`src/erlc_pkg.sv`:
```
// Constants and types shared by the error-response and limit control block
`default_nettype none
package erlc_pkg;
  // ****************************************
  // Host commands
  // ****************************************
  typedef enum logic [3:0] {
    CMD_CURR_CFG  = 4'h0,
    CMD_VOLT_CFG  = 4'h1,
    CMD_OFF_SEL   = 4'h2,
    CMD_OFF_VLIM  = 4'h3,
    CMD_OFF_ILIM  = 4'h4,
    CMD_ON_VLIM   = 4'h5,
    CMD_ON_ILIM   = 4'h6,
    CMD_WINDOW    = 4'h7,
    CMD_OPTIONS   = 4'h8,
    CMD_SAVE_SHUT = 4'h9,
    CMD_SAVE_INTF = 4'hA,
    CMD_SEC_CLEAR = 4'hB,
    CMD_RESET     = 4'hC,
    CMD_DEV_CLEAR = 4'hD,
    CMD_OUT_ON    = 4'hE,
    CMD_OUT_OFF   = 4'hF
  } erlc_cmd_type;

  // ****************************************
  // Field positions
  // ****************************************
  localparam logic [2:0] CFG_FIXED_LIM = 3'h7;
  localparam logic [2:0] CFG_PROT_EN   = 3'h6;
  localparam logic [2:0] CFG_ESR_EN    = 3'h5;
  localparam logic [2:0] CFG_ESE_INIT  = 3'h4;
  localparam logic [2:0] CFG_ERR_MSG   = 3'h3;
  localparam logic [2:0] CFG_PROT_OFF  = 3'h2;
  localparam logic [2:0] CFG_MEAS_MSG  = 3'h1;
  localparam logic [2:0] CFG_MEAS_ACT  = 3'h0;
  localparam logic [1:0] SEL_VMAX      = 2'h0;
  localparam logic [1:0] SEL_IMAX      = 2'h1;
  localparam logic [1:0] SEL_VUSER     = 2'h2;
  localparam logic [1:0] SEL_IUSER     = 2'h3;
  localparam logic [1:0] OPT_LF        = 2'h0;
  localparam logic [1:0] OPT_DC        = 2'h1;
  localparam logic [1:0] OPT_RO        = 2'h2;

  // ****************************************
  // Reset values and codes
  // ****************************************
  localparam logic [7:0] CFG_RST       = 8'h00;
  localparam logic [3:0] OFF_SEL_RST   = 4'h0;
  localparam logic [7:0] LIMIT_VAL_RST = 8'h00;
  localparam logic [7:0] WINDOW_RST    = 8'h20;
  localparam logic [2:0] OPTIONS_RST   = 3'h0;
  localparam logic [7:0] LIMIT_ZERO    = 8'h00;
  localparam logic [7:0] LIMIT_MAX     = 8'hFF;
  localparam logic [7:0] ESE_RST       = 8'h00;
  localparam logic [7:0] ESE_CPE_VAL   = 8'h48;
  localparam logic [7:0] ESE_BASE_VAL  = 8'h08;
  localparam logic [9:0] ERR_NONE      = 10'h000;
  localparam logic [9:0] ERR_DEVICE    = 10'h12C;
  localparam logic [9:0] ERR_CURR_PROT = 10'h12F;
  localparam logic [9:0] ERR_VOLT_PROT = 10'h130;
endpackage : erlc_pkg
`default_nettype wire

```
`src/erlc_limit_mux.sv`:
```
// Limit channel level selection for one limit DAC
`default_nettype none
module erlc_limit_mux (
  // Output state
  input  wire logic       output_on,
  // Off-state selection
  input  wire logic       force_max,
  input  wire logic       use_user,
  input  wire logic [7:0] off_value,
  // On-state selection
  input  wire logic       fixed_on,
  input  wire logic [7:0] on_value,
  // Selected level
  output logic      [7:0] level
);
  // Maximum is checked before the user value so a conflicting select stays safe-high
  always_comb begin
    if (output_on) begin
      level = fixed_on ? on_value : erlc_pkg::LIMIT_MAX;
    end else if (force_max) begin
      level = erlc_pkg::LIMIT_MAX;
    end else if (use_user) begin
      level = off_value;
    end else begin
      level = erlc_pkg::LIMIT_ZERO;
    end
  end
endmodule : erlc_limit_mux
`default_nettype wire

```
`src/erlc_core.sv`:
```
// Error-response and output-limit control for one supply channel
`default_nettype none
module erlc_core (
  // Clock and reset
  input  wire logic        SYS_CLK,
  input  wire logic        RSTN,
  // Host command port
  input  wire logic        CMD_VALID,
  input  wire logic        CMD_READ,
  input  wire logic [3:0]  CMD_CODE,
  input  wire logic [7:0]  CMD_DATA,
  output logic             RESP_VALID,
  output logic      [7:0]  RESP_DATA,
  // Power and bus events
  input  wire logic        POWER_UP,
  input  wire logic        READ_EMPTY,
  output logic             LF_SEND,
  output logic             STATUS_CLEAR,
  output logic             RESET_LEVELS,
  // Measurement and protection events
  input  wire logic        MODE_CURRENT,
  input  wire logic        MEAS_VALID,
  input  wire logic [15:0] MEAS_MAIN,
  input  wire logic [15:0] SET_MAIN,
  input  wire logic        CURR_PROT_EVT,
  input  wire logic        VOLT_PROT_EVT,
  input  wire logic        CURR_MEAS_ERR,
  input  wire logic        VOLT_MEAS_ERR,
  output logic             QUES_OUT_OF_TOL,
  // Output control
  output logic             OUTPUT_ON,
  output logic             UNIT_SHUTDOWN,
  output logic      [7:0]  VLIM_DAC,
  output logic      [7:0]  ILIM_DAC,
  // Error and event status
  output logic             ERR_VALID,
  output logic      [9:0]  ERR_CODE,
  output logic             CPE_EVENT,
  output logic             ESE_LOAD,
  output logic      [7:0]  ESE_INIT
);
  // ****************************************
  // Helper functions
  // ****************************************
  // Write command decode
  function automatic logic cmd_hit(input logic valid, input logic rd,
                                   input logic [3:0] code, input erlc_pkg::erlc_cmd_type c);
    cmd_hit = valid && !rd && (code == c);
  endfunction : cmd_hit

  // Event enable preset from a current config byte
  function automatic logic [7:0] ese_for(input logic [7:0] cfg);
    if (!cfg[erlc_pkg::CFG_ESE_INIT]) begin
      ese_for = erlc_pkg::ESE_RST;
    end else if (cfg[erlc_pkg::CFG_ESR_EN]) begin
      ese_for = erlc_pkg::ESE_CPE_VAL;
    end else begin
      ese_for = erlc_pkg::ESE_BASE_VAL;
    end
  endfunction : ese_for

  // ****************************************
  // Storage
  // ****************************************
  logic [7:0]  curr_cfg;
  logic [7:0]  volt_cfg;
  logic [3:0]  off_sel;
  logic [7:0]  off_vlim;
  logic [7:0]  off_ilim;
  logic [7:0]  on_vlim;
  logic [7:0]  on_ilim;
  logic [7:0]  window;
  logic [2:0]  options;
  logic [7:0]  sv_curr_cfg;
  logic [7:0]  sv_volt_cfg;
  logic [3:0]  sv_off_sel;
  logic [7:0]  sv_off_vlim;
  logic [7:0]  sv_off_ilim;
  logic [7:0]  sv_on_vlim;
  logic [7:0]  sv_on_ilim;
  logic [7:0]  sv_window;
  logic [2:0]  sv_options;
  logic [7:0]  next_vlim;
  logic [7:0]  next_ilim;
  logic [15:0] meas_diff;

  // ****************************************
  // Command decode and event terms
  // ****************************************
  logic sec_clear;
  logic dev_clear;
  logic do_reset;
  logic out_on_cmd;
  logic out_off_cmd;
  logic cur_prot;
  logic volt_prot;
  logic cmeas;
  logic vmeas;
  logic trip_off;

  // Decoded strobes
  assign sec_clear   = cmd_hit(CMD_VALID, CMD_READ, CMD_CODE, erlc_pkg::CMD_SEC_CLEAR);
  assign dev_clear   = cmd_hit(CMD_VALID, CMD_READ, CMD_CODE, erlc_pkg::CMD_DEV_CLEAR);
  assign out_on_cmd  = cmd_hit(CMD_VALID, CMD_READ, CMD_CODE, erlc_pkg::CMD_OUT_ON);
  assign out_off_cmd = cmd_hit(CMD_VALID, CMD_READ, CMD_CODE, erlc_pkg::CMD_OUT_OFF);
  assign do_reset    = cmd_hit(CMD_VALID, CMD_READ, CMD_CODE, erlc_pkg::CMD_RESET)
                       || (dev_clear && options[erlc_pkg::OPT_DC]);

  // Protection terms; protect logic is dead unless its enable bit is set
  assign cur_prot  = CURR_PROT_EVT && curr_cfg[erlc_pkg::CFG_PROT_EN];
  assign volt_prot = VOLT_PROT_EVT && volt_cfg[erlc_pkg::CFG_PROT_EN];
  assign cmeas     = CURR_MEAS_ERR && MODE_CURRENT;
  assign vmeas     = VOLT_MEAS_ERR && !MODE_CURRENT && volt_cfg[erlc_pkg::CFG_MEAS_MSG];
  assign trip_off  = (cur_prot && curr_cfg[erlc_pkg::CFG_PROT_OFF])
                     || (volt_prot && volt_cfg[erlc_pkg::CFG_PROT_OFF])
                     || (cmeas && curr_cfg[erlc_pkg::CFG_MEAS_ACT])
                     || (vmeas && volt_cfg[erlc_pkg::CFG_MEAS_ACT]);

  // ****************************************
  // Active configuration
  // ****************************************
  // Working copy; a power cycle reloads it from the saved area
  always_ff @(posedge SYS_CLK or negedge RSTN) begin
    if (!RSTN) begin
      curr_cfg <= erlc_pkg::CFG_RST;
      volt_cfg <= erlc_pkg::CFG_RST;
      off_sel  <= erlc_pkg::OFF_SEL_RST;
      off_vlim <= erlc_pkg::LIMIT_VAL_RST;
      off_ilim <= erlc_pkg::LIMIT_VAL_RST;
      on_vlim  <= erlc_pkg::LIMIT_VAL_RST;
      on_ilim  <= erlc_pkg::LIMIT_VAL_RST;
      window   <= erlc_pkg::WINDOW_RST;
      options  <= erlc_pkg::OPTIONS_RST;
    end else if (sec_clear) begin
      curr_cfg <= erlc_pkg::CFG_RST;
      volt_cfg <= erlc_pkg::CFG_RST;
      off_sel  <= erlc_pkg::OFF_SEL_RST;
      off_vlim <= erlc_pkg::LIMIT_VAL_RST;
      off_ilim <= erlc_pkg::LIMIT_VAL_RST;
      on_vlim  <= erlc_pkg::LIMIT_VAL_RST;
      on_ilim  <= erlc_pkg::LIMIT_VAL_RST;
      window   <= erlc_pkg::WINDOW_RST;
      options  <= erlc_pkg::OPTIONS_RST;
    end else if (POWER_UP) begin
      curr_cfg <= sv_curr_cfg;
      volt_cfg <= sv_volt_cfg;
      off_sel  <= sv_off_sel;
      off_vlim <= sv_off_vlim;
      off_ilim <= sv_off_ilim;
      on_vlim  <= sv_on_vlim;
      on_ilim  <= sv_on_ilim;
      window   <= sv_window;
      options  <= sv_options;
    end else if (CMD_VALID && !CMD_READ) begin
      unique case (CMD_CODE)
        erlc_pkg::CMD_CURR_CFG: curr_cfg <= CMD_DATA;
        erlc_pkg::CMD_VOLT_CFG: volt_cfg <= CMD_DATA;
        erlc_pkg::CMD_OFF_SEL:  off_sel  <= CMD_DATA[3:0];
        erlc_pkg::CMD_OFF_VLIM: off_vlim <= CMD_DATA;
        erlc_pkg::CMD_OFF_ILIM: off_ilim <= CMD_DATA;
        erlc_pkg::CMD_ON_VLIM:  on_vlim  <= CMD_DATA;
        erlc_pkg::CMD_ON_ILIM:  on_ilim  <= CMD_DATA;
        erlc_pkg::CMD_WINDOW:   window   <= CMD_DATA;
        erlc_pkg::CMD_OPTIONS:  options  <= CMD_DATA[2:0];
        default: begin
        end
      endcase
    end
  end

  // ****************************************
  // Saved power-up area
  // ****************************************
  // Stands in for non-volatile storage; only the save commands and a security clear change it
  always_ff @(posedge SYS_CLK or negedge RSTN) begin
    if (!RSTN) begin
      sv_curr_cfg <= erlc_pkg::CFG_RST;
      sv_volt_cfg <= erlc_pkg::CFG_RST;
      sv_off_sel  <= erlc_pkg::OFF_SEL_RST;
      sv_off_vlim <= erlc_pkg::LIMIT_VAL_RST;
      sv_off_ilim <= erlc_pkg::LIMIT_VAL_RST;
      sv_on_vlim  <= erlc_pkg::LIMIT_VAL_RST;
      sv_on_ilim  <= erlc_pkg::LIMIT_VAL_RST;
      sv_window   <= erlc_pkg::WINDOW_RST;
      sv_options  <= erlc_pkg::OPTIONS_RST;
    end else if (sec_clear) begin
      sv_curr_cfg <= erlc_pkg::CFG_RST;
      sv_volt_cfg <= erlc_pkg::CFG_RST;
      sv_off_sel  <= erlc_pkg::OFF_SEL_RST;
      sv_off_vlim <= erlc_pkg::LIMIT_VAL_RST;
      sv_off_ilim <= erlc_pkg::LIMIT_VAL_RST;
      sv_on_vlim  <= erlc_pkg::LIMIT_VAL_RST;
      sv_on_ilim  <= erlc_pkg::LIMIT_VAL_RST;
      sv_window   <= erlc_pkg::WINDOW_RST;
      sv_options  <= erlc_pkg::OPTIONS_RST;
    end else if (cmd_hit(CMD_VALID, CMD_READ, CMD_CODE, erlc_pkg::CMD_SAVE_SHUT)) begin
      sv_curr_cfg <= curr_cfg;
      sv_volt_cfg <= volt_cfg;
      sv_off_vlim <= off_vlim;
      sv_off_ilim <= off_ilim;
      sv_on_vlim  <= on_vlim;
      sv_on_ilim  <= on_ilim;
      sv_window   <= window;
    end else if (cmd_hit(CMD_VALID, CMD_READ, CMD_CODE, erlc_pkg::CMD_SAVE_INTF)) begin
      sv_off_sel  <= off_sel;
      sv_options  <= options;
    end
  end

  // ****************************************
  // Output state
  // ****************************************
  // A trip wins over an on command arriving in the same cycle
  always_ff @(posedge SYS_CLK or negedge RSTN) begin
    if (!RSTN) begin
      OUTPUT_ON <= 1'b0;
    end else if (sec_clear || POWER_UP || trip_off) begin
      OUTPUT_ON <= 1'b0;
    end else if (do_reset) begin
      OUTPUT_ON <= options[erlc_pkg::OPT_RO];
    end else if (out_on_cmd && !UNIT_SHUTDOWN) begin
      OUTPUT_ON <= 1'b1;
    end else if (out_off_cmd) begin
      OUTPUT_ON <= 1'b0;
    end
  end

  // Shutdown latch; only a power cycle releases it, a new trip wins
  always_ff @(posedge SYS_CLK or negedge RSTN) begin
    if (!RSTN) begin
      UNIT_SHUTDOWN <= 1'b0;
    end else if (cmeas && curr_cfg[erlc_pkg::CFG_MEAS_ACT]) begin
      UNIT_SHUTDOWN <= 1'b1;
    end else if (POWER_UP) begin
      UNIT_SHUTDOWN <= 1'b0;
    end
  end

  // ****************************************
  // Limit channels
  // ****************************************
  erlc_limit_mux u_vlim (
    .output_on (OUTPUT_ON),
    .force_max (off_sel[erlc_pkg::SEL_VMAX]),
    .use_user  (off_sel[erlc_pkg::SEL_VUSER]),
    .off_value (off_vlim),
    .fixed_on  (volt_cfg[erlc_pkg::CFG_FIXED_LIM]),
    .on_value  (on_vlim),
    .level     (next_vlim)
  );

  erlc_limit_mux u_ilim (
    .output_on (OUTPUT_ON),
    .force_max (off_sel[erlc_pkg::SEL_IMAX]),
    .use_user  (off_sel[erlc_pkg::SEL_IUSER]),
    .off_value (off_ilim),
    .fixed_on  (curr_cfg[erlc_pkg::CFG_FIXED_LIM]),
    .on_value  (on_ilim),
    .level     (next_ilim)
  );

  // Registered so the DAC never sees a glitch from the select logic
  always_ff @(posedge SYS_CLK or negedge RSTN) begin
    if (!RSTN) begin
      VLIM_DAC <= erlc_pkg::LIMIT_ZERO;
      ILIM_DAC <= erlc_pkg::LIMIT_ZERO;
    end else begin
      VLIM_DAC <= next_vlim;
      ILIM_DAC <= next_ilim;
    end
  end

  // ****************************************
  // Errors and event status
  // ****************************************
  // One message per cycle; lower-priority coincident messages are dropped
  always_ff @(posedge SYS_CLK or negedge RSTN) begin
    if (!RSTN) begin
      ERR_VALID <= 1'b0;
      ERR_CODE  <= erlc_pkg::ERR_NONE;
      CPE_EVENT <= 1'b0;
    end else begin
      CPE_EVENT <= cur_prot && curr_cfg[erlc_pkg::CFG_ESR_EN];
      ERR_VALID <= 1'b1;
      if (cur_prot && curr_cfg[erlc_pkg::CFG_ERR_MSG]) begin
        ERR_CODE <= erlc_pkg::ERR_CURR_PROT;
      end else if (volt_prot && volt_cfg[erlc_pkg::CFG_ERR_MSG]) begin
        ERR_CODE <= erlc_pkg::ERR_VOLT_PROT;
      end else if ((cmeas && curr_cfg[erlc_pkg::CFG_MEAS_MSG]) || vmeas) begin
        ERR_CODE <= erlc_pkg::ERR_DEVICE;
      end else begin
        ERR_VALID <= 1'b0;
        ERR_CODE  <= erlc_pkg::ERR_NONE;
      end
    end
  end

  // Event enable preset at power-up and reset
  always_ff @(posedge SYS_CLK or negedge RSTN) begin
    if (!RSTN) begin
      ESE_LOAD <= 1'b0;
      ESE_INIT <= erlc_pkg::ESE_RST;
    end else begin
      ESE_LOAD <= POWER_UP || do_reset;
      if (POWER_UP) begin
        ESE_INIT <= ese_for(sv_curr_cfg);
      end else if (do_reset) begin
        ESE_INIT <= ese_for(curr_cfg);
      end
    end
  end

  // ****************************************
  // Bus events
  // ****************************************
  // Pulses toward the message and status logic
  always_ff @(posedge SYS_CLK or negedge RSTN) begin
    if (!RSTN) begin
      LF_SEND      <= 1'b0;
      STATUS_CLEAR <= 1'b0;
      RESET_LEVELS <= 1'b0;
    end else begin
      LF_SEND      <= READ_EMPTY && options[erlc_pkg::OPT_LF];
      STATUS_CLEAR <= dev_clear;
      RESET_LEVELS <= do_reset;
    end
  end

  // ****************************************
  // Tolerance window
  // ****************************************
  assign meas_diff = (MEAS_MAIN >= SET_MAIN) ? MEAS_MAIN - SET_MAIN : SET_MAIN - MEAS_MAIN;

  // Flag holds until the next measurement
  always_ff @(posedge SYS_CLK or negedge RSTN) begin
    if (!RSTN) begin
      QUES_OUT_OF_TOL <= 1'b0;
    end else if (MEAS_VALID) begin
      QUES_OUT_OF_TOL <= meas_diff > {8'h00, window};
    end
  end

  // ****************************************
  // Query answers
  // ****************************************
  always_ff @(posedge SYS_CLK or negedge RSTN) begin
    if (!RSTN) begin
      RESP_VALID <= 1'b0;
      RESP_DATA  <= 8'h00;
    end else begin
      RESP_VALID <= CMD_VALID && CMD_READ;
      if (CMD_VALID && CMD_READ) begin
        unique case (CMD_CODE)
          erlc_pkg::CMD_CURR_CFG: RESP_DATA <= curr_cfg;
          erlc_pkg::CMD_VOLT_CFG: RESP_DATA <= volt_cfg;
          erlc_pkg::CMD_OFF_SEL:  RESP_DATA <= {4'h0, off_sel};
          erlc_pkg::CMD_OFF_VLIM: RESP_DATA <= off_vlim;
          erlc_pkg::CMD_OFF_ILIM: RESP_DATA <= off_ilim;
          erlc_pkg::CMD_ON_VLIM:  RESP_DATA <= on_vlim;
          erlc_pkg::CMD_ON_ILIM:  RESP_DATA <= on_ilim;
          erlc_pkg::CMD_WINDOW:   RESP_DATA <= window;
          erlc_pkg::CMD_OPTIONS:  RESP_DATA <= {5'h00, options};
          default:                RESP_DATA <= 8'h00;
        endcase
      end
    end
  end
endmodule : erlc_core
`default_nettype wire

```
`config.mk`:
```
export PLATFORM = sky130hd
export DESIGN_NAME = erlc_core
export DESIGN_NICKNAME = d
export VERILOG_FILES = /design/src/erlc_pkg.sv /design/src/erlc_limit_mux.sv /design/src/erlc_core.sv
export SDC_FILE = /design/constraint.sdc
export NUM_CORES = 1
export LEC_CHECK = 0
export BUFFER_PORTS_ARGS = -buffer_cell sky130_fd_sc_hd__buf_2
export CORE_ASPECT_RATIO = 2
export CORE_MARGIN = 5
export CORE_UTILIZATION = 55
export DETAILED_ROUTE_END_ITERATION = 10
export PLACE_DENSITY = 0.85
export SKIP_CTS_REPAIR_TIMING = 1
export SYNTH_ARGS = -nofsm -noshare
export SYNTH_HDL_FRONTEND = slang
export SYNTH_SLANG_ARGS = --single-unit
```
`constraint.sdc`:
```
create_clock -name SYS_CLK -period 3.36 [get_ports SYS_CLK]
set_clock_uncertainty 0.05 [all_clocks]
set_input_delay 0.168 -clock SYS_CLK [delete_from_list [all_inputs] [get_ports SYS_CLK]]
set_output_delay 0.168 -clock SYS_CLK [all_outputs]
set_load 0.02 [all_outputs]
```
# --- Word-level counts from Yosys, hierarchy flattened ---
# Cells that the tools add are included.
# W data, S select, Z words.
op_classes:
  mux: 84
  order_cmp: 2
  eq_ne: 16
  add_sub_neg: 2
  n_reduce_logical: 62
op_table:
  columns: ["operator", "count"]
  rows:
  - ["$mux W8", 52]
  - ["$pmux W8 S9", 1]
  - ["$eq A4 B4 Y1 const B", 8]
  - ["$sub A16 B16 Y16", 2]
  - ["$reduce_bool A3 Y1", 10]
  - ["$mux W4", 7]
  - ["$mux W7", 4]
  - ["$logic_and A1 B1 Y1", 25]
  - ["$mux W3", 7]
  - ["$mux W10", 2]
  - ["$reduce_and A2 Y1", 10]
  - ["$eq A4 B3 Y1 const B", 4]
  - ["$ge A16 B16 Y1", 1]
  - ["$gt A16 B8 Y1", 1]
  - ["$mux W16", 1]
  - ["$mux W1", 9]
  - ["$mux W9", 1]
  - ["$eq A4 B2 Y1 const B", 2]
  - ["$logic_or A1 B1 Y1", 8]
  - ["$reduce_bool A2 Y1", 4]
  - ["$eq A4 B1 Y1 const B", 1]
  - ["$logic_not A4 Y1", 1]
  - ["$reduce_bool A4 Y1", 1]
  - ["$logic_not A1 Y1", 3]
  - ["$ne A2 B2 Y1 const B", 1]
totals:
  out_inout_bits: 52
  inputBits: 56
  reg_bits: 178
  elab_cells: 199

# --- Depth between registers and ports, before layout ---
logic_depth:
  word_depth: 7
  mapped_depth: 20
  mapped_depth_nobuf: 20

# --- Hierarchy ---
# A second synthesis with hierarchy kept.
unflattened:
  cells_unflattened: 952
  area_unflattened_um2: 9311.4
modules_own_cells:
  columns: ["mod", "cells_per_inst", "seq_area_each_um2", "area_each_um2", "instances"]
  rows:
  - ["erlc_core", 914, 4131.5, 9071.2, 1]
  - ["erlc_limit_mux", 19, 0.0, 120.1, 2]

# --- Worst setup path after synthesis ---
# Ideal clock, no wire load.
synth_timing:
  kind: "input -> register"
  start: "in MEAS_MAIN[0]"
  end: "reg QUES_OUT_OF_TOL"
  setup_slack_ps: -112
  arrival_time_ps: 3283
  path_buffers: 1
  t_required_ps: 3171
  setup_ps: 139
  cell_stages: 20
  path_cell_list: "inv_1 ha_1 inv_1 fa_1 a21o_1 a21oi_1 a31oi_1 nor3_1 o31ai_4 buf_2 mux2i_1 xor2_1 ha_1 a21o_1 a21o_1 a21oi_1 o21ai_0 o21ai_0 o2111a_1 a41oi_1"
synth_via:
  elab_chain_len: 3
  word_cells_on_any_way: 5
  classes_between: "add/sub: 2; order compare: 2; mux: 1"
synth_lines:
  columns: ["element", "line_no", "text"]
  rows:
  - ["start, declared", "erlc_core.sv:23", "input wire logic [15:0] MEAS_MAIN,"]
  - ["$sub A16 B16 Y16 / $ge A16 B16 Y1 (equally long branches)", "erlc_core.sv:332", "assign meas_diff = (MEAS_MAIN >= SET_MAIN) ? MEAS_MAIN - SET_MAIN : SET_MAIN - MEAS_MAIN;"]
  - ["$mux W16 (*)", "erlc_core.sv:332", null]
  - ["$gt A16 B8 Y1 (*)", "erlc_core.sv:339", "QUES_OUT_OF_TOL <= meas_diff > {8'h00, window};"]
  - ["end signal, assigned", "erlc_core.sv:339", null]
  - ["end, declared", "erlc_core.sv:29", "output logic QUES_OUT_OF_TOL,"]
# Mark *: on every way between the ends. The rest lies on a longest branch, timed or not.
# A chain may end at the register's enable or synchronous reset.

# --- Final worst setup path ---
# Ends and elaborated chain as after synthesis.

==> results.ini <==
[outcome]
status = finished with violations
failed_checks = hold timing

[flow_run]
maxCapViolCount = 0

[place]
place.gp.congestion = 0.9808
io_buffers = 98
postPlaceCellArea_mm2 = 0.01036
hpwlAfterDp_mm = 19.13
dp.cells = 1282

[floorplanning]
start_util_pct = 55.97
die-area_mm2 = 0.02002
die_y_um = 195.2
row_count = 67
core_mm2 = 0.01685
io_pins = 108
die_w_um = 102.6

[timing]
finalHoldViolCount = 3
final_max_slew_viol_count = 0
rsz0062_at_grt = no
min_period_ns = 3.136
finalSetupViolCount = 0
slew_headroom_pct = 41.44
period_share_pct = 93.35
worst_pin_slew_ns = 0.8774
hold_ws_ns = -0.01194
timing.fmax_ghz = 0.3188

[detailed_routing]
wl_mm = 27.15
dr.pass1.iters = 5
vias_per_cell = 6.239
drc_errors = 0
antenna_left = 0
wire_per_inst_um = 20.50
drtIter0Drc = 636
vias = 8260

[final_layout]
drive_gt1_share_pct = 25.87
area_growth_syn_to_layout_pct = 17.28
n_fill_cell = 1316
nets = 1201
stdcell_count = 1324
final-seq-area_mm2 = 0.004131
final_util_pct = 65.63
multi_input_area_mm2 = 0.004821
stdcell_area_mm2 = 0.01106
n_antenna_cell = 0

[hold_path]
hold_depth = 3
hold_start = MEAS_VALID
worstHoldPathType = input port to flop

[worst_setup_path]
cp_top_family = compound AO/OA/AOI/OAI gates
start_kind = input port
critical-path-max-stage-delay_ns = 0.33
cp.required_ns = 3.67
r2r_cells = 9
reg2reg_from = window[5]$_DFFE_PN1P_
cp.depth = 21
cp_cell_sequence = buf_2, inv_1, ha_1, inv_1, fa_2, a21o_1, a21oi_2, a31oi_2, nor3_2, o31ai_4, buf_4, buf_4, nand3_1, o21ai_0, xnor2_1, ha_1, nand4_1, o21ai_1, o21ai_2, o2111a_1, a41oi_2
cp-end-kind = flop
critPathMaxFanout = 8
crit_buf_inv = 5
crit_type = input port to flop
slowest_stage = fa_2
arrival_ns = 3.44
startpoint = MEAS_MAIN[0]

[clock_tree]
clock-root-buffer = clkbuf_16
insertion_delay_ns = 0.44
cts_tree = built
cts_buffer_depth = 2
clk_pin_slew_ns = 0.07
cts_max_level = 4
cts_buffers = 17
clkSinkCount = 165

[yosys]
synth_top_family_by_area = compound AO/OA/AOI/OAI gates
synthXorXnorAreaFrac_pct = 1.393
syn_area_mm2 = 0.009430
synthAdderAreaFrac_pct = 5.599
avgSynthCellArea_um2 = 9.603
ys.flop_type = dfrtp_1
synthSimpleGateAreaFrac_pct = 12.22
synth_compound_gate_area_share_pct = 22.57
synth_edf_count = 0
ys_seq_area_share_pct = 43.81
synth.area.mux_share_pct = 8.558
yosys_warnings = 0
ys_ff_latch = 165
async_flop_share_pct = 100.0
netlist_instances = 982
synthDistinctLibCells = 70

[global_route]
grt_usage_pct = 27.88
gr-total-overflow = 0
grt_pass1_vias = 8451
grt_pass1_wl_mm = 43.33
grt_max_degree = 78
grt_antenna_before_repair = 0

[power_and_ir_drop]
max-vdd-ir-drop_uv = 389.6
p_per_area_mw_per_mm2 = 530.4
p_leak_nw = 5.332
power_mw = 5.866

-- per-stage QoR --
step,worst slack (ns),TNS (ns)
2_1_floorplan,0.02664,0
3_3_place_gp,-0.2462,-0.2462
3_5_place_dp,-0.3719,-0.3719
4_1_cts,0.08766,0
5_1_grt,0.0008031,0
6_report,0.2235,0
-- cell usage in the layout, fill, tap and decap left out, drive strengths merged, types with 3 or more instances in the layout --
cell type / Yosys / routed
mux2: 57 / 57
a311oi: 3 / 3
clkinvlp: 0 / 3
ha: 39 / 39
dlygate4sd3: 0 / 4
inv: 53 / 59
clkbuf: 52 / 18
mux2i: 12 / 12
nor3: 10 / 10
xor2: 6 / 6
a21o: 15 / 15
a22oi: 3 / 3
a31oi: 9 / 9
o31ai: 4 / 4
a221oi: 6 / 6
conb: 1 / 9
and3: 6 / 6
o211ai: 4 / 4
clkinv: 0 / 4
nand4: 3 / 3
nor3b: 3 / 3
xnor2: 9 / 9
and2: 3 / 3
nor2b: 8 / 8
a21oi: 102 / 102
nand3b: 5 / 5
buf: 24 / 167
a211oi: 23 / 23
o21a: 4 / 4
nand2b: 12 / 12
nor2: 56 / 56
nand2: 130 / 130
nand3: 11 / 11
a22o: 63 / 63
o21ai: 47 / 47
dfrtp: 163 / 163
o22ai: 3 / 3
-- path summary, 6_finish.rpt --
check,slack [ns],endpoint
max in group asynchronous,2.17,VLIM_DAC[0]$_DFF_PN0_
min in group asynchronous,0.26,sv_volt_cfg[5]$_DFFE_PN0P_
worst min register to register,0.43,RESP_DATA[2]$_DFFE_PN0P_
worst min-delay path,-0.01,QUES_OUT_OF_TOL$_DFFE_PN0P_
worst max-delay path,0.22,QUES_OUT_OF_TOL$_DFFE_PN0P_
worst max register to register,1.30,QUES_OUT_OF_TOL$_DFFE_PN0P_
-- synthesized netlist by cell type, drive strengths merged, types with 3 or more instances --
cell	count	share of area (%)
a22o	63	5.9
nor2b	8	0.53
clkbuf	52	2.1
a22oi	3	0.24
nand3b	5	0.40
nand2b	12	0.80
mux2	57	6.8
nand2	130	5.2
dfrtp	163	43
a311oi	3	0.28
and2	3	0.20
a21oi	102	6.2
a21o	15	1.2
ha	39	5.2
xor2	6	0.56
nor2	56	2.3
mux2i	12	1.3
o21ai	47	2.5
nand3	11	0.58
inv	53	2.1
o31ai	4	0.46
xnor2	9	0.84
o21a	4	0.32
nor3	10	0.53
buf	24	1.6
o211ai	4	0.32
a31oi	9	0.60
nand4	3	0.20
nor3b	3	0.24
a221oi	6	0.69
o22ai	3	0.20
and3	6	0.45
a211oi	23	1.9
-- report_power, final --
group          leakage [nW]  total, mW  internal [mW]  switching [mW]
registers              2.17       2.55           2.27           0.275
clock network         0.276       1.92           1.06           0.861
logic                  2.89       1.40          0.636           0.763
-- cell type report --
type,count,share of cell area (%)
clock buffers,18,3.971
clock inverters,14,1.290
inverters,53,1.799
multi-input cells,696,43.59
flip-flops and latches,165,37.36
well taps,207,2.342
repair buffers,171,9.650
-- kinds of logic after synthesis --
family | Yosys count
muxes | 71
AOI/OAI and AO/OA | 305
and+or+nand+nor | 255
buffers and inverters | 129
DFF | 165
adders and majority gates | 41
xor gates and xnor gates | 15
other | 1
-- layer usage --
metal | global-route usage [%] | part of all wire, % | up-vias
met5 | 0 | 0 | -
met1 | 29.58 | 33 | 3976
met3 | 4.500 | 7.2 | 124
met2 | 48.32 | 52 | 446
met4 | 19.85 | 7.6 | 0
li1 | - | - | 3714
-- worst reg2reg max path, delay by kind of cell, from the launching register on --
kind	cells	cell delay (ns)
AOI/OAI and AO/OA	7	0.96
DFF	1	0.57
adders and majority gates	1	0.29
buffers and inverters	1	0.09
Power figures use the tool's default switching activity.
